**config.mk**
```make
export PLATFORM = sky130hd
export DESIGN_NAME = dram_dll_wl
export DESIGN_NICKNAME = d
export VERILOG_FILES = /design/src/dram_pkg.sv /design/src/level_sampler.sv /design/src/dram_dll_wl.sv
export VERILOG_INCLUDE_DIRS = /design/src
export SDC_FILE = /design/constraint.sdc
export NUM_CORES = 1
export LEC_CHECK = 0
export BUFFER_PORTS_ARGS = -buffer_cell sky130_fd_sc_hd__buf_2
export CORE_ASPECT_RATIO = 0.8
export CORE_MARGIN = 2
export CORE_UTILIZATION = 54
export CTS_CLUSTER_SIZE = 28
export DETAILED_ROUTE_END_ITERATION = 6
export GPL_TIMING_DRIVEN = 0
export HOLD_SLACK_MARGIN = 0.05
export PLACE_DENSITY = 0.74
export SYNTH_ARGS = -nofsm -noshare
export SYNTH_HDL_FRONTEND = slang
export SYNTH_HIERARCHICAL = 1
export SYNTH_SLANG_ARGS = --single-unit
```
**constraint.sdc**
```tcl
create_clock -name sys_clk -period 3.4 [get_ports sys_clk]
set_clock_uncertainty 0.2 [all_clocks]
set_input_delay 0.68 -clock sys_clk [delete_from_list [all_inputs] [get_ports sys_clk]]
set_output_delay 0.68 -clock sys_clk [all_outputs]
set_load 0.01 [all_outputs]
```
**src/dram_params.svh**
```systemverilog
// Register offsets, field positions and reset timing counts for the loop and leveling block
`ifndef DRAM_PARAMS_SVH
`define DRAM_PARAMS_SVH
`define OFS_CTRL 6'h00
`define OFS_T_MODE_SET 6'h04
`define OFS_T_MODE_CYCLE 6'h08
`define OFS_T_EXIT 6'h0C
`define OFS_T_EXIT_FAST 6'h10
`define OFS_T_EXIT_ABORT 6'h14
`define OFS_T_LOCK 6'h18
`define OFS_T_CALIB 6'h1C
`define OFS_STATUS 6'h20
`define OFS_VIOL 6'h24
`define CTRL_ABORT_EN 0
`define CTRL_PER_DEVICE 1
`define MR1_LOOP_CONTROL 0
`define MR1_LEVELING 7
`define MR1_OUT_DISABLE 12
`define MR0_LOOP_RESET 8
`define RST_T_MODE_SET 16'h0018
`define RST_T_MODE_CYCLE 16'h0008
`define RST_T_EXIT 16'h0100
`define RST_T_EXIT_FAST 16'h0080
`define RST_T_EXIT_ABORT 16'h0090
`define RST_T_LOCK_MIN 16'h0255
`define RST_T_LOCK 16'h0400
`define RST_T_CALIB 16'h0200
`define RST_CTRL 2'h0
`define VIOL_MODE_SET 0
`define VIOL_MODE_CYCLE 1
`define VIOL_EXIT 2
`define VIOL_LOCK 3
`define VIOL_CALIB 4
`define VIOL_LEVEL 5
`define VIOL_REFRESH 6
`define VIOL_CKE 7
`endif

```
**src/dram_pkg.sv**
```systemverilog
// Types shared by the loop and leveling block
package dram_pkg;
  typedef enum logic [3:0] {
    CMD_DESELECT, CMD_MODE_SET, CMD_REFRESH, CMD_SR_ENTRY, CMD_SR_EXIT,
    CMD_LONG_CALIB, CMD_SHORT_CALIB, CMD_ACTIVATE, CMD_PRECHARGE,
    CMD_READ, CMD_WRITE, CMD_PD_ENTRY
  } cmd_kind_t;
  typedef struct packed {
    cmd_kind_t kind;
    logic [2:0] mr_sel;
    logic [17:0] mr_data;
  } dram_cmd_t;
  typedef struct packed {
    logic read;
    logic write;
    logic [5:0] address;
    logic [31:0] writedata;
  } avm_req_t;
  typedef enum logic [2:0] {
    TMR_MODE_SET, TMR_MODE_CYCLE, TMR_EXIT, TMR_EXIT_FAST, TMR_LOCK, TMR_CALIB
  } tmr_idx_t;
  typedef enum logic {ST_ACTIVE, ST_SELF_REFRESH} sr_state_t;
endpackage

```
**src/level_sampler.sv**
```systemverilog
// Per-lane write leveling sampler: clock level caught on each rising strobe
`timescale 1ns/1ps
module level_sampler #(
  parameter int LANES = 2,
  parameter int LANE_W = 8
) (
  input wire logic sys_clk,
  input wire logic reset_n,
  input wire logic enable,
  input wire logic out_disable,
  input wire logic ck_level,
  input wire logic [LANES-1:0] strobe,
  output logic [LANES*LANE_W-1:0] fb_data,
  output logic [LANES*LANE_W-1:0] fb_oe_n
);
  genvar g;
  generate
    for (g = 0; g < LANES; g++) begin : lane
      logic prev_r;
      logic prev_nxt;
      logic [LANE_W-1:0] data_r;
      logic [LANE_W-1:0] data_nxt;
      logic [LANE_W-1:0] oe_n_r;
      logic [LANE_W-1:0] oe_n_nxt;
      always_comb begin
        prev_nxt = strobe[g];
        data_nxt = data_r;
        if (enable && strobe[g] && !prev_r) begin
          data_nxt = {LANE_W{ck_level}};
        end
        oe_n_nxt = {LANE_W{!(enable && !out_disable)}};
      end
      always_ff @(posedge sys_clk or negedge reset_n) begin
        if (!reset_n) begin
          prev_r <= 1'b0;
          data_r <= '0;
          oe_n_r <= '1;
        end else begin
          prev_r <= prev_nxt;
          data_r <= data_nxt;
          oe_n_r <= oe_n_nxt;
        end
      end
      assign fb_data[g*LANE_W +: LANE_W] = data_r;
      assign fb_oe_n[g*LANE_W +: LANE_W] = oe_n_r;
      AST_LANE_SAMPLE: assert property (@(posedge sys_clk) disable iff (!reset_n)
        (enable && strobe[g] && !prev_r) |=> (data_r == {LANE_W{$past(ck_level)}}))
        else $error("lane feedback does not match sampled clock level");
    end
  endgenerate
  AST_FB_DRIVE: assert property (@(posedge sys_clk) disable iff (!reset_n)
    (enable && !out_disable) |=> (fb_oe_n == '0) || !$past(enable))
    else $error("feedback not driven while leveling");
endmodule

```
**src/dram_dll_wl.sv**
```systemverilog
// Loop switching, self refresh exit timing and write leveling logic of the memory device
//
// Contract
// - After fast exit delay: calibration and limited mode writes only; rest wait full.
// - With abort enabled, exit skips refresh count; commands allowed after abort delay.
// - Loop lock time spans 597 to 1024 clock cycles.
// - Leveling samples clock level on rising strobe, returns it on data lines.
// - Every data bit carries feedback; each byte lane follows its own strobe.
// - Device terminates strobe during leveling; controller terminates data lines (the controller model terminates nothing and holds termination_control_pin low).
// - Leveling bit of mode register one enters leveling when high, leaves when low.
//
// Register access over Avalon-MM and the placing of the registers were left to the implementer.
`timescale 1ns/1ps
`include "dram_params.svh"
module dram_dll_wl #(
  parameter int LANES = 2,
  parameter int LANE_W = 8,
  parameter logic [15:0] LOCK_DEFAULT = `RST_T_LOCK
) (
  input wire logic sys_clk,
  input wire logic reset_n,
  input dram_pkg::avm_req_t avm_req,
  output logic [31:0] avm_readdata,
  output logic avm_waitrequest,
  input dram_pkg::dram_cmd_t cmd,
  input wire logic cke,
  input wire logic termination_control_pin,
  input wire logic ck_level,
  input wire logic [LANES-1:0] strobe,
  output logic [LANES*LANE_W-1:0] fb_data,
  output logic [LANES*LANE_W-1:0] fb_oe_n,
  output logic strobe_term_on,
  output logic in_self_refresh,
  output logic loop_enabled
);
  import dram_pkg::*;

  localparam int NTMR = 6;
  localparam int NCFG = 7;

  logic [15:0] tmr_r [NTMR];
  logic [15:0] tmr_nxt [NTMR];
  logic [15:0] cfg_r [NCFG];
  logic [15:0] cfg_nxt [NCFG];
  logic [1:0] ctrl_r, ctrl_nxt;
  logic [7:0] viol_r, viol_nxt, viol_hit;
  logic [15:0] refresh_cnt_r, refresh_cnt_nxt;
  logic need_refresh_r, need_refresh_nxt;
  logic loop_en_r, loop_en_nxt;
  logic level_r, level_nxt;
  logic out_dis_r, out_dis_nxt;
  logic term_r, term_nxt;
  sr_state_t state_r, state_nxt;
  logic wait_r, wait_nxt;
  logic [31:0] rdata_r, rdata_nxt;
  logic is_mode_set, is_mr1, fast_ok, is_calib, full_class, abort_en;
  logic [2:0] cfg_idx;

  always_comb begin
    cfg_idx = avm_req.address[4:2] - 3'd1;
    abort_en = ctrl_r[`CTRL_ABORT_EN];
    is_mode_set = (cmd.kind == CMD_MODE_SET);
    is_mr1 = is_mode_set && (cmd.mr_sel == 3'd1);
    is_calib = (cmd.kind == CMD_LONG_CALIB) || (cmd.kind == CMD_SHORT_CALIB);
    fast_ok = is_mode_set && !ctrl_r[`CTRL_PER_DEVICE] &&
      (cmd.mr_sel == 3'd0 || cmd.mr_sel == 3'd2 || cmd.mr_sel == 3'd3);
    full_class = !is_calib && !is_mode_set && (cmd.kind != CMD_DESELECT);
    for (int i = 0; i < NTMR; i++) begin
      tmr_nxt[i] = (tmr_r[i] != 16'h0000) ? tmr_r[i] - 16'h0001 : 16'h0000;
    end
    state_nxt = state_r;
    refresh_cnt_nxt = refresh_cnt_r;
    need_refresh_nxt = need_refresh_r;
    loop_en_nxt = loop_en_r;
    level_nxt = level_r;
    out_dis_nxt = out_dis_r;
    term_nxt = level_r;
    viol_hit = 8'h00;
    if (state_r == ST_SELF_REFRESH) begin
      if (cmd.kind == CMD_SR_EXIT) begin
        state_nxt = ST_ACTIVE;
        need_refresh_nxt = 1'b1;
        if (abort_en) begin
          tmr_nxt[TMR_EXIT] = cfg_r[4];
          tmr_nxt[TMR_EXIT_FAST] = cfg_r[4];
        end else begin
          tmr_nxt[TMR_EXIT] = cfg_r[2];
          tmr_nxt[TMR_EXIT_FAST] = cfg_r[3];
          refresh_cnt_nxt = refresh_cnt_r + 16'h0001;
        end
      end
    end else begin
      if (cmd.kind != CMD_DESELECT) begin
        viol_hit[`VIOL_MODE_SET] = !is_mode_set && (tmr_r[TMR_MODE_SET] != 16'h0000);
        viol_hit[`VIOL_MODE_CYCLE] = is_mode_set && (tmr_r[TMR_MODE_CYCLE] != 16'h0000);
        viol_hit[`VIOL_EXIT] = (tmr_r[TMR_EXIT] != 16'h0000) &&
          (full_class || !(is_calib || fast_ok) || (tmr_r[TMR_EXIT_FAST] != 16'h0000));
        viol_hit[`VIOL_LOCK] = loop_en_r && (tmr_r[TMR_LOCK] != 16'h0000) &&
          (cmd.kind == CMD_READ || cmd.kind == CMD_WRITE);
        viol_hit[`VIOL_CALIB] = (tmr_r[TMR_CALIB] != 16'h0000);
        viol_hit[`VIOL_LEVEL] = level_r && !is_mr1;
        viol_hit[`VIOL_REFRESH] = (cmd.kind == CMD_SR_ENTRY) && need_refresh_r;
      end
      viol_hit[`VIOL_CKE] = !cke && (cmd.kind != CMD_SR_ENTRY) &&
        ((tmr_r[TMR_MODE_SET] != 16'h0000) || (tmr_r[TMR_LOCK] != 16'h0000) ||
        (tmr_r[TMR_EXIT] != 16'h0000));
      unique case (cmd.kind)
        CMD_MODE_SET: begin
          tmr_nxt[TMR_MODE_SET] = cfg_r[0];
          tmr_nxt[TMR_MODE_CYCLE] = cfg_r[1];
          if (cmd.mr_sel == 3'd1) begin
            loop_en_nxt = cmd.mr_data[`MR1_LOOP_CONTROL];
            level_nxt = cmd.mr_data[`MR1_LEVELING];
            out_dis_nxt = cmd.mr_data[`MR1_OUT_DISABLE];
          end
          if (cmd.mr_sel == 3'd0 && cmd.mr_data[`MR0_LOOP_RESET] && loop_en_r) begin
            tmr_nxt[TMR_LOCK] = cfg_r[5];
          end
        end
        CMD_REFRESH: begin
          refresh_cnt_nxt = refresh_cnt_r + 16'h0001;
          need_refresh_nxt = 1'b0;
        end
        CMD_SR_ENTRY: state_nxt = ST_SELF_REFRESH;
        CMD_LONG_CALIB: tmr_nxt[TMR_CALIB] = cfg_r[6];
        CMD_SHORT_CALIB: tmr_nxt[TMR_CALIB] = {1'b0, cfg_r[6][15:1]};
        default: ;
      endcase
    end
  end

  always_comb begin
    ctrl_nxt = ctrl_r;
    viol_nxt = viol_r | viol_hit;
    for (int i = 0; i < NCFG; i++) begin
      cfg_nxt[i] = cfg_r[i];
    end
    wait_nxt = !((avm_req.read || avm_req.write) && wait_r);
    rdata_nxt = rdata_r;
    if (avm_req.write && !wait_r) begin
      if (avm_req.address == `OFS_CTRL) begin
        ctrl_nxt = avm_req.writedata[1:0];
      end else if (avm_req.address == `OFS_VIOL) begin
        viol_nxt = (viol_r & ~avm_req.writedata[7:0]) | viol_hit;
      end else if (avm_req.address >= `OFS_T_MODE_SET && avm_req.address <= `OFS_T_CALIB &&
          avm_req.address[1:0] == 2'b00) begin
        cfg_nxt[cfg_idx] = avm_req.writedata[15:0];
      end
    end
    if (avm_req.read && wait_r) begin
      if (avm_req.address == `OFS_CTRL) begin
        rdata_nxt = {30'h0, ctrl_r};
      end else if (avm_req.address == `OFS_STATUS) begin
        rdata_nxt = {refresh_cnt_r, 11'h0, need_refresh_r, out_dis_r, level_r, loop_en_r,
          state_r == ST_SELF_REFRESH};
      end else if (avm_req.address == `OFS_VIOL) begin
        rdata_nxt = {24'h0, viol_r};
      end else if (avm_req.address >= `OFS_T_MODE_SET && avm_req.address <= `OFS_T_CALIB &&
          avm_req.address[1:0] == 2'b00) begin
        rdata_nxt = {16'h0, cfg_r[cfg_idx]};
      end else begin
        rdata_nxt = 32'h0000_0000;
      end
    end
  end

  always_ff @(posedge sys_clk or negedge reset_n) begin
    if (!reset_n) begin
      for (int i = 0; i < NTMR; i++) begin
        tmr_r[i] <= 16'h0000;
      end
      cfg_r[0] <= `RST_T_MODE_SET;
      cfg_r[1] <= `RST_T_MODE_CYCLE;
      cfg_r[2] <= `RST_T_EXIT;
      cfg_r[3] <= `RST_T_EXIT_FAST;
      cfg_r[4] <= `RST_T_EXIT_ABORT;
      cfg_r[5] <= LOCK_DEFAULT;
      cfg_r[6] <= `RST_T_CALIB;
      ctrl_r <= `RST_CTRL;
      viol_r <= 8'h00;
      refresh_cnt_r <= 16'h0000;
      need_refresh_r <= 1'b0;
      loop_en_r <= 1'b1;
      level_r <= 1'b0;
      out_dis_r <= 1'b0;
      term_r <= 1'b0;
      state_r <= ST_ACTIVE;
      wait_r <= 1'b1;
      rdata_r <= 32'h0000_0000;
    end else begin
      tmr_r <= tmr_nxt;
      cfg_r <= cfg_nxt;
      ctrl_r <= ctrl_nxt;
      viol_r <= viol_nxt;
      refresh_cnt_r <= refresh_cnt_nxt;
      need_refresh_r <= need_refresh_nxt;
      loop_en_r <= loop_en_nxt;
      level_r <= level_nxt;
      out_dis_r <= out_dis_nxt;
      term_r <= term_nxt;
      state_r <= state_nxt;
      wait_r <= wait_nxt;
      rdata_r <= rdata_nxt;
    end
  end

  level_sampler #(.LANES(LANES), .LANE_W(LANE_W)) sampler (
    .sys_clk(sys_clk),
    .reset_n(reset_n),
    .enable(level_r),
    .out_disable(out_dis_r),
    .ck_level(ck_level),
    .strobe(strobe),
    .fb_data(fb_data),
    .fb_oe_n(fb_oe_n)
  );

  assign avm_readdata = rdata_r;
  assign avm_waitrequest = wait_r;
  assign strobe_term_on = term_r;
  assign in_self_refresh = (state_r == ST_SELF_REFRESH);
  assign loop_enabled = loop_en_r;

  AST_LEVEL_ENTRY: assert property (@(posedge sys_clk) disable iff (!reset_n)
    (state_r == ST_ACTIVE && is_mr1) |=> (level_r == $past(cmd.mr_data[`MR1_LEVELING])))
    else $error("leveling state does not follow mode register one");
  AST_STROBE_TERM: assert property (@(posedge sys_clk) disable iff (!reset_n)
    (state_r == ST_ACTIVE && is_mr1 && cmd.mr_data[`MR1_LEVELING]) |-> ##2 strobe_term_on)
    else $error("strobe termination not applied in leveling");
  AST_LOCK_LOAD: assert property (@(posedge sys_clk) disable iff (!reset_n)
    (state_r == ST_ACTIVE && is_mode_set && cmd.mr_sel == 3'd0 &&
    cmd.mr_data[`MR0_LOOP_RESET] && loop_en_r) |=> (tmr_r[TMR_LOCK] == cfg_r[5]))
    else $error("lock timer not loaded on loop reset");
  AST_LOCK_RANGE: assert property (@(posedge sys_clk) disable iff (!reset_n)
    $rose(reset_n) |-> (cfg_r[5] >= `RST_T_LOCK_MIN && cfg_r[5] <= `RST_T_LOCK))
    else $error("lock time default outside range");
  AST_ABORT_COUNT: assert property (@(posedge sys_clk) disable iff (!reset_n)
    (state_r == ST_SELF_REFRESH && cmd.kind == CMD_SR_EXIT && abort_en)
    |=> (refresh_cnt_r == $past(refresh_cnt_r)) && (tmr_r[TMR_EXIT] == cfg_r[4]))
    else $error("abort exit advanced the refresh counter or used wrong delay");
  AST_EXIT_FULL: assert property (@(posedge sys_clk) disable iff (!reset_n)
    (state_r == ST_ACTIVE && full_class && tmr_r[TMR_EXIT] != 16'h0000)
    |=> viol_r[`VIOL_EXIT])
    else $error("early command after exit not flagged");
  AST_TIMER_DOWN: assert property (@(posedge sys_clk) disable iff (!reset_n)
    (tmr_r[TMR_MODE_SET] > 16'h0001 && !is_mode_set)
    |=> (tmr_r[TMR_MODE_SET] == $past(tmr_r[TMR_MODE_SET]) - 16'h0001))
    else $error("mode-set timer failed to count down");
  AST_BUS_ANSWER: assert property (@(posedge sys_clk) disable iff (!reset_n)
    ((avm_req.read || avm_req.write) && avm_waitrequest) |=> !avm_waitrequest ##1 avm_waitrequest)
    else $error("bus answer not one cycle after request");
endmodule

```
==> qor.csv, run 1 <==
metric,value,unit
io_buffers,106,
synth.mux.area_fraction,0.1291,
worst-setup-path-type,in -> reg,
first_global_vias,10820,
grt_antenna_before_repair,0,
clk_latency,0.56,ns
die_h,148.4,um
min_path_type,in -> reg,
syn2layout_area_growth,14.73,%
synth_common_cells,"266 x dfrtp_1, 150 x nand2_1, 120 x mux2_2",
synth-compound-area-share,0.1182,
final_cells,1820,
synth_top_family_by_area,simple AND/OR/NAND/NOR gates,
gr-usage-all-layers,0.3093,
rsz0062_at_grt,no,
start_kind,input pin,
gp_congestion,0.9736,
p_leak,7.034,nW
die_w,184.5,um
synth_area_leaders,"dfrtp_1 47%, mux2_2 9.6%, nand2_1 4.0%",
grt_overflow,0,
syn-cell-area,14080,um^2
seqPwrFrac,0.456,
fin_crit_sh,0.9597,
critPathCaptureType,register,
cts_buffer_depth,3,
max_stage_delay,0.59,ns
path_delay_family,simple AND/OR/NAND/NOR gates,
yosysSeqAreaShare,0.4952,
p_int,6.987,mW
wire_per_inst,23.00,um
total_power,10.32,mW
worst_pin_slew,1.310,ns
async_flop_share,1.000,
rows,52,
slew_viol_final,0,
post-dp-hpwl,30760,um
fin_crit,3.263,ns
final_area,16150,um^2
worst_slack,0.1371,ns
drt_pass1_iterations,5,
tns,0,ns
grt_pass1_wl,64000,um
io_pins,140,
whs,0.09800,ns
synth_top_area_cell,dfrtp_1,
place_area,15120,um^2
p_sw_frac,0.3231,
multi_input_area,6529,um^2
ir_worst_vdd,0.4294,mV
nNetsFinal,1533,
synthesis.instances,1304,
cts_tree,built,
synthAdderAreaFrac,0.01155,
slew_headroom,0.1199,
synth.most_common_cell,dfrtp_1,
final_util,0.6350,
netSwitchingPower,3.335,mW
clock.fmax,0.3065,GHz
final-seq-area,6972,um^2
yosysTopAreaCellShare,0.4728,
syn_avg_cell_area,10.80,um^2
cp.arrival,3.49,ns
num_vias,11000,
synth-edff-count,0,
worst-path-buf-inv,4,
insertedDiodeCount,0,
viasPerCell,6.044,
core-area,25440,um^2
die_area,27390,um^2
postRouteAntennaNets,0,
ys_seq_elements,278,
clk_transition_reported_paths,0.06,ns
dp.cells,1763,
yosys.area_share.simple,0.1436,
start_util,0.5535,
maxCapViolCount,0,
outcome,completed,
clkSinkCount,278,
final_hold_viol_count,0,
setup_viol,0,
ys_types,80,
wl,41850,um
cts_root_buffer,clkbuf_16,
grt_start_max_net_pins,116,
fill_cells,2073,
cp.required,3.63,ns
syn_nets,1389,
place_ws,-1.012,ns
cp_max_fo,11,
clkPwrFrac,0.304,
power.density,639.1,nW/um^2
path_cells,buf_2 > clkinvlp_4 > clkbuf_4 > ha_2 > nor3b_2 > nor4_2 > nand4_2 > clkbuf_1 > mux2_2,
cts_buffers,28,
h-tree-depth,1,
synth_warnings,6,
drt_iter0_drc,1081,
p_comb_frac,0.240,
remaining_drc_errors,0,
slowest_stage,nor4_2,
synthXorXnorAreaFrac,0.05838,
ys.flop_type,dfrtp_1,
drive_above_1_share,0.2532,
[power by group through the flow]
stage	sequential [mW]	combinational [mW]	clock [mW]
6_report	4.70	2.48	3.14
3_3_place_gp	4.69	2.34	0
2_1_floorplan	4.52	1.81	0
5_1_grt	4.79	2.74	3.30
4_1_cts	4.68	2.46	3.17
3_5_place_dp	4.72	2.44	0
[what timing repair did]
action | 4_1_cts | 5_1_grt
cloned | 0 | 0
resized for setup | 4 | 12
hold buffers | 3 | 0
pin swaps | 1 | 0
endpoints found under the hold margin | 69 | 0
buffers inserted | 3 | 1
endpoints found under the setup margin | 52 | 61
[kinds of logic after synthesis]
family,after synthesis
AOI/OAI and AO/OA,242
xor gates and xnor gates,93
adders and majority gates,13
buffers and inverters,117
DFF,278
muxes,165
and+or+nand+nor,396
[routing by layer]
metal / share of wire / track usage / wire length [um] / up-vias
met5: 0 / 0 / 0 / -
met4: 0.022 / 0.06800 / 914 / 0
met3: 0.094 / 0.08301 / 3948 / 70
met2: 0.43 / 0.4545 / 17970 / 445
met1: 0.45 / 0.4603 / 19030 / 5477
li1: - / - / - / 5008
[placed cells by master (no fill, tap or decap), types with 12 or more instances in the layout]
cell type    n
a21oi_1     28
a22o_1      19
a22oi_1     15
buf_2      118
buf_4       33
clkbuf_1    47
clkbuf_16   28
dfrtp_1    266
dfstp_2     12
ha_1        12
inv_1       19
mux2_2     120
mux2i_1     41
nand2_1    150
nand3_1     31
nor2_1      59
nor3_1      50
nor4_1      15
o21ai_0     58
o22ai_1     26
o31ai_1     35
xnor2_1     59
xor2_1      32
[path summary, 6_finish.rpt]
kind,startpoint,end,slack (ns),cells past startpoint
min in group asynchronous,reset_n,tmr_r[90],0.44,2
worst min-delay path,avm_req[38],avm_waitrequest,0.1,2
worst min register to register,refresh_cnt_r[15],refresh_cnt_r[15],0.28,1
max in group asynchronous,reset_n,cfg_r[52],1.19,4
worst max-delay path,avm_req[34],cfg_r[22],0.14,9
worst max register to register,tmr_r[58],tmr_r[56],0.52,6
[state kept, by name, summed over array words and instances (netlist names), 2 cells and up]
name                 cells
avm_readdata            32
ctrl_r                   2
cfg_r                  112
tmr_r                   96
sampler/lane.prev_r      2
viol_r                   8
sampler/lane.data_r      2
refresh_cnt_r           16
[layout make-up]
class | count | area share
Tap cell | 351 | 0.02719
Timing Repair Buffer | 115 | 0.04059
Clock buffer | 37 | 0.04733
Multi-Input combinational cell | 909 | 0.4042
Sequential cell | 278 | 0.4316
Clock inverter | 14 | 0.01022
Buffer | 96 | 0.03400
Inverter | 20 | 0.004880
No activity file was read; power rests on OpenSTA's default activity.
==> inputs of run 2 (changes only) <==
Settings changed: BUFFER_PORTS_ARGS -buffer_cell sky130_fd_sc_hd__buf_2 to unset, DONT_BUFFER_PORTS set to 1, PLACE_DENSITY 0.74 to 0.69.
==> run 2 against run 1 <==
Compared with the run above:
- the flow now finishes with violations (negative hold slack)
- clock power decreased by 3%
- sequential share of layout area up 1.7 points
- setup slack worse by 0.0011 ns
- flip-flop and latch count did not move
- via count fell by 3.8%
- largest power group unchanged
- highest routed layer is now met5
==> qor.csv, run 2 (synthesis gave the netlist of run 1 again) <==
metric,value,unit
setup_viol,0,
clk_transition_reported_paths,0.06,ns
grt_pass1_wl,62180,um
min_path_type,in -> async,
nNetsFinal,1427,
postCtsHoldBufs,4,
postRouteAntennaNets,0,
final_cell_mix,"266 x dfrtp_1, 150 x nand2_1, 120 x mux2_2",
drive_above_1_share,0.1952,
worst_pin_slew,1.041,ns
violations,negative hold slack,
insertedDiodeCount,0,
rrSetupSlack,0.50,ns
critPathLaunch,avm_req[34],
slew_viol_final,0,
r2r_start,tmr_r[58],
cp-endpoint,avm_readdata[0],
largest_register_ffs,112,
num_vias,10590,
grt_antenna_before_repair,1,
gr-usage-all-layers,0.3031,
worst-setup-path-type,in -> reg,
viasPerCell,6.177,
die_area,27390,um^2
max_stage_delay,0.56,ns
largest-register,cfg_r,
syn2layout_area_growth,10.47,%
maxCapViolCount,0,
final_hold_viol_count,272,
worst_path_most_repeated_cell,buf_2,
grt_overflow,0,
final_area,15550,um^2
r2r_end,tmr_r[56],
gp_congestion,1.004,
fin_crit,3.264,ns
rows,52,
start_kind,input pin,
total_power,9.987,mW
place_area,14520,um^2
remaining_drc_errors,0,
fin_crit_sh,0.9600,
slew_headroom,0.3009,
cts_root_buffer,clkbuf_16,
grt_start_max_net_pins,279,
whs,-0.3623,ns
cts_buffers,28,
h-tree-depth,1,
rsz0062_at_grt,no,
drt_iter0_drc,1013,
slowest_stage,xnor2_2,
outcome,"complete, but fails checks",
power.density,642.1,nW/um^2
clk_latency,0.56,ns
path_cells,clkbuf_2 > inv_1 > buf_2 > ha_2 > xnor2_2 > buf_2 > clkbuf_1 > nand3_1 > o2111ai_1 > a21oi_1,
r2r_cells,6,
p_leak,6.558,nW
clock.fmax,0.3064,GHz
cts_tree,built,
cp_max_fo,11,
cp.required,3.63,ns
cp.arrival,3.50,ns
wire_per_inst,23.84,um
layout_commonest_cell,dfrtp_1,
ir_worst_vdd,0.5835,mV
die_w,184.5,um
core-area,25440,um^2
die_h,148.4,um
clkSinkCount,278,
cts_buffer_depth,3,
post-dp-hpwl,29680,um
first_global_vias,10070,
io_pins,140,
start_util,0.5535,
critPathCaptureType,register,
drt_pass1_iterations,6,
io_buffers,0,
wl,40860,um
[run 2: cell types whose count changed in the layout (fill, tap and decap cells not counted), moves of 2 or more]
cell        before  now
buf_2          118   14
clkbuf_8         3   11
bufinv_16        3    0
buf_16           2    0
clkbuf_1        47   45
clkinv_2         7    5
clkinvlp_4       3    1
[run 2: area by class of cell]
cell class / instances / area [um^2]
plain buffers: 96 / 546.8
multi-input cells: 909 / 6524
well taps: 351 / 439.2
fillers: 2089 / 9886
clock inverters: 7 / 48.80
repair buffers: 9 / 77.57
clock buffers: 44 / 870.8
flip-flops and latches: 278 / 6972
inverters: 20 / 75.07
[run 2: stage by stage]
stage                     setup WS (ns)  utilization  cells  TNS [ns]
after CTS                       0.02533       0.6088   1710         0
after detailed placement        -0.7390       0.5708   1655    -45.75
after global placement          -0.7611       0.5708   1655    -41.61
after floorplan                 0.03312            -   1304         0
after global routing            0.03391       0.6114   1714         0
final                            0.1359       0.6114   1714         0
[run 2: worst min path at each step]
stage	from	to	slack, ns	depth (start not counted)
floorplan	reset_n	avm_readdata[0]	0.18	0
global placement	reset_n	tmr_r[31]	0.20	0
detailed placement	reset_n	tmr_r[31]	0.20	0
CTS	reset_n	tmr_r[31]	-0.38	0
global route	reset_n	tmr_r[20]	-0.38	0
finish	reset_n	tmr_r[20]	-0.36	0
[run 2: per-layer routing]
| metal | vias to the layer above | part of all wire | GRT usage |
|---|---|---|---|
| met1 | 5313 | 0.45 | 0.4572 |
| met3 | 78 | 0.087 | 0.07321 |
| li1 | 4789 | - | - |
| met5 | - | 0.00032 | 0 |
| met2 | 405 | 0.43 | 0.4436 |
| met4 | 2 | 0.026 | 0.06920 |
[run 2: report_power, final]
part	switching, mW	internal, mW
clock	1.30	1.75
combinational	1.12	1.10
sequential	0.726	3.98
[run 2: worst max-delay path, delay by kind of cell]
kind,cells,cell delay (ns)
simple gates,1,0.15
buf+inv,5,1.46
compound gates,2,0.35
xor+xnor,1,0.56
fa+ha+maj,1,0.28
[run 2: repair_timing]
action / CTS / global route
resized for setup: 1 / 12
buffers inserted: 0 / 5
endpoints found under the setup margin: 5 / 61
hold endpoints to repair: 281 / 278
pin swaps: 0 / 1
==> inputs of run 3 (changes only) <==
Settings changed: CAP_MARGIN set to 20, SYNTH_HIERARCHICAL 1 to unset.
==> run 3 against run 2 <==
Compared with the run above:
- the run still ends with negative hold slack left
- cell area grew 0.92%
- clock power increased by 7.2%
- critical path depth unchanged
- flip-flop and latch count unchanged
- worst hold slack got worse by 0.0028 ns
- via count increased by 4.2%
- routed wire length decreased by 0.37%
- first-iteration DRC count rose by 23%
- utilization rose by 0.40 points
- sequential share of layout area is 0.41 points lower
==> qor.csv, run 3 <==
metric,value,unit
fill_cells,2134,
synth-edff-count,0,
async_flop_share,1.000,
grt_start_max_net_pins,279,
grt_pass1_wl,62180,um
die_h,148.6,um
h-tree-depth,1,
yosysSeqAreaShare,0.4938,
remaining_drc_errors,0,
syn_avg_cell_area,10.45,um^2
io_buffers,0,
violations,negative hold slack,
whs,-0.3652,ns
maxCapViolCount,0,
die_area,27470,um^2
p_comb_frac,0.219,
rsz0062_at_grt,yes,
synth.most_common_cell,dfrtp_1,
start_kind,input pin,
final_area,15700,um^2
p_int,7.051,mW
final_hold_viol_count,273,
p_leak,6.645,nW
ys_seq_elements,278,
place_area,14570,um^2
core-area,25500,um^2
first_global_vias,10660,
synth_common_cells,"266 x dfrtp_1, 152 x nand2_1, 121 x mux2_2",
cp.arrival,3.56,ns
nNetsFinal,1480,
place_ws,-0.6537,ns
fin_crit_sh,0.9783,
netSwitchingPower,3.195,mW
layout_commonest_cell,dfrtp_1,
clk_latency,0.55,ns
clkPwrFrac,0.319,
final_cell_mix,"266 x dfrtp_1, 152 x nand2_1, 121 x mux2_2",
drt_iter0_drc,1245,
drive_above_1_share,0.1850,
p_sw_frac,0.3118,
cts_root_buffer,clkbuf_16,
clk_transition_reported_paths,0.06,ns
ys_types,71,
dp.cells,1703,
cts_buffers,28,
die_w,184.8,um
fin_crit,3.326,ns
rrSetupSlack,0.21,ns
worst_slack,0.07387,ns
drt_pass1_iterations,7,
postCtsHoldBufs,4,
slew_viol_final,0,
cts_buffer_depth,3,
wire_per_inst,23.00,um
largest_register_ffs,112,
syn_nets,1436,
rows,52,
grt_antenna_before_repair,1,
tns,0,ns
gr-usage-all-layers,0.2986,
ys.flop_type,dfrtp_1,
cts_tree,built,
min_path_type,in -> async,
critPathCaptureType,register,
postRouteAntennaNets,0,
start_util,0.5536,
clock.fmax,0.3007,GHz
syn2layout_area_growth,11.17,%
gp_congestion,1.011,
total_power,10.25,mW
power.density,652.8,nW/um^2
final_util,0.6154,
synthesis.instances,1351,
cp.required,3.63,ns
worst_pin_slew,1.124,ns
clkSinkCount,278,
syn-cell-area,14120,um^2
io_pins,140,
seqPwrFrac,0.462,
wl,40710,um
largest-register,cfg_r,
worst-setup-path-type,in -> reg,
outcome,"complete, but fails checks",
viasPerCell,6.232,
synth_top_area_cell,dfrtp_1,
cp_max_fo,11,
synth_area_leaders,"dfrtp_1 47%, mux2_2 9.6%, nand2_1 4.0%",
final_cells,1770,
yosysTopAreaCellShare,0.4714,
slew_headroom,0.2494,
setup_viol,0,
grt_overflow,0,
ir_worst_vdd,0.3966,mV
synth_warnings,0,
post-dp-hpwl,29470,um
num_vias,11030,
[run 3: changes by cell type after synthesis, moves of 6 or more]
cell,change
o21ai_0,+43
a22o_1,-16
nand3_1,+16
o22ai_1,-12
nor2_1,+11
nor3_1,-11
o31ai_1,-11
xnor2_1,-11
a211oi_1,+8
and2_1,+8
and3_1,+7
xor2_1,+6
[run 3: power groups by stage]
stage          Clock, mW  Sequential (mW)  Combinational [mW]
6_report            3.27             4.74                2.24
5_1_grt             3.46             4.83                2.49
4_1_cts             3.30             4.72                2.20
3_5_place_dp           0             4.77                2.18
3_3_place_gp           0             4.74                2.11
2_1_floorplan          0             4.55                1.77
[run 3: final cells by class]
cell class	count	area, um^2	share of cell area
clock inverters	8	140.1	0.008928
diodes	3	7.507	0.0004783
plain buffers	95	515.5	0.03284
multi-input cells	953	6578	0.4191
inverters	25	93.84	0.005978
flip-flops and latches	278	6972	0.4442
repair buffers	14	112.6	0.007174
clock buffers	43	838.3	0.05341
well taps	351	439.2	0.02798
[run 3: path summary, 6_finish.rpt]
path,end,depth (start not counted),startpoint
max,cfg_r[40],10,avm_req[34]
min,avm_readdata[30],0,reset_n
max reg2reg,tmr_r[10],5,tmr_r[7]
min reg2reg,refresh_cnt_r[15],1,refresh_cnt_r[15]
max in group asynchronous,cfg_r[26],0,reset_n
min in group sys_clk,cfg_r[29],2,avm_req[13]
[run 3: cell families (layout without fill, tap and decap cells)]
logic type | Yosys count | after routing | share of synthesized area
flip-flops | 278 | 278 | 0.4938
adder cells (fa/ha/maj) | 13 | 13 | 0.01152
buffers and inverters | 120 | 185 | 0.04156
XOR/XNOR | 87 | 87 | 0.05397
AND/OR/NAND/NOR | 432 | 432 | 0.1531
other | 0 | 3 | 0
multiplexers | 163 | 163 | 0.1298
AO/OA/AOI/OAI | 258 | 258 | 0.1163
[run 3: routing by layer]
metal,GRT usage,vias to the layer above,share of wire
li1,-,4942,-
met1,0.4292,5443,0.43
met2,0.4425,555,0.43
met3,0.08668,90,0.11
met4,0.08333,0,0.031
met5,0,-,0
[run 3: worst max-delay path: stages]
cell and delay (ns):
clkbuf_4 0.22, inv_1 0.09, clkbuf_4 0.23, ha_1 0.31, clkbuf_1 0.37, inv_1 0.26
nor2_1 0.43, nand3_2 0.32, clkbuf_4 0.33, mux2_2 0.30
[run 3: timing repair]
action                                  in CTS  in global routing
buffers inserted                             4                  4
resized for setup                            3                 17
endpoints found under the setup margin      14                 73
pin swaps                                    1                  1
hold endpoints to repair                   281                278
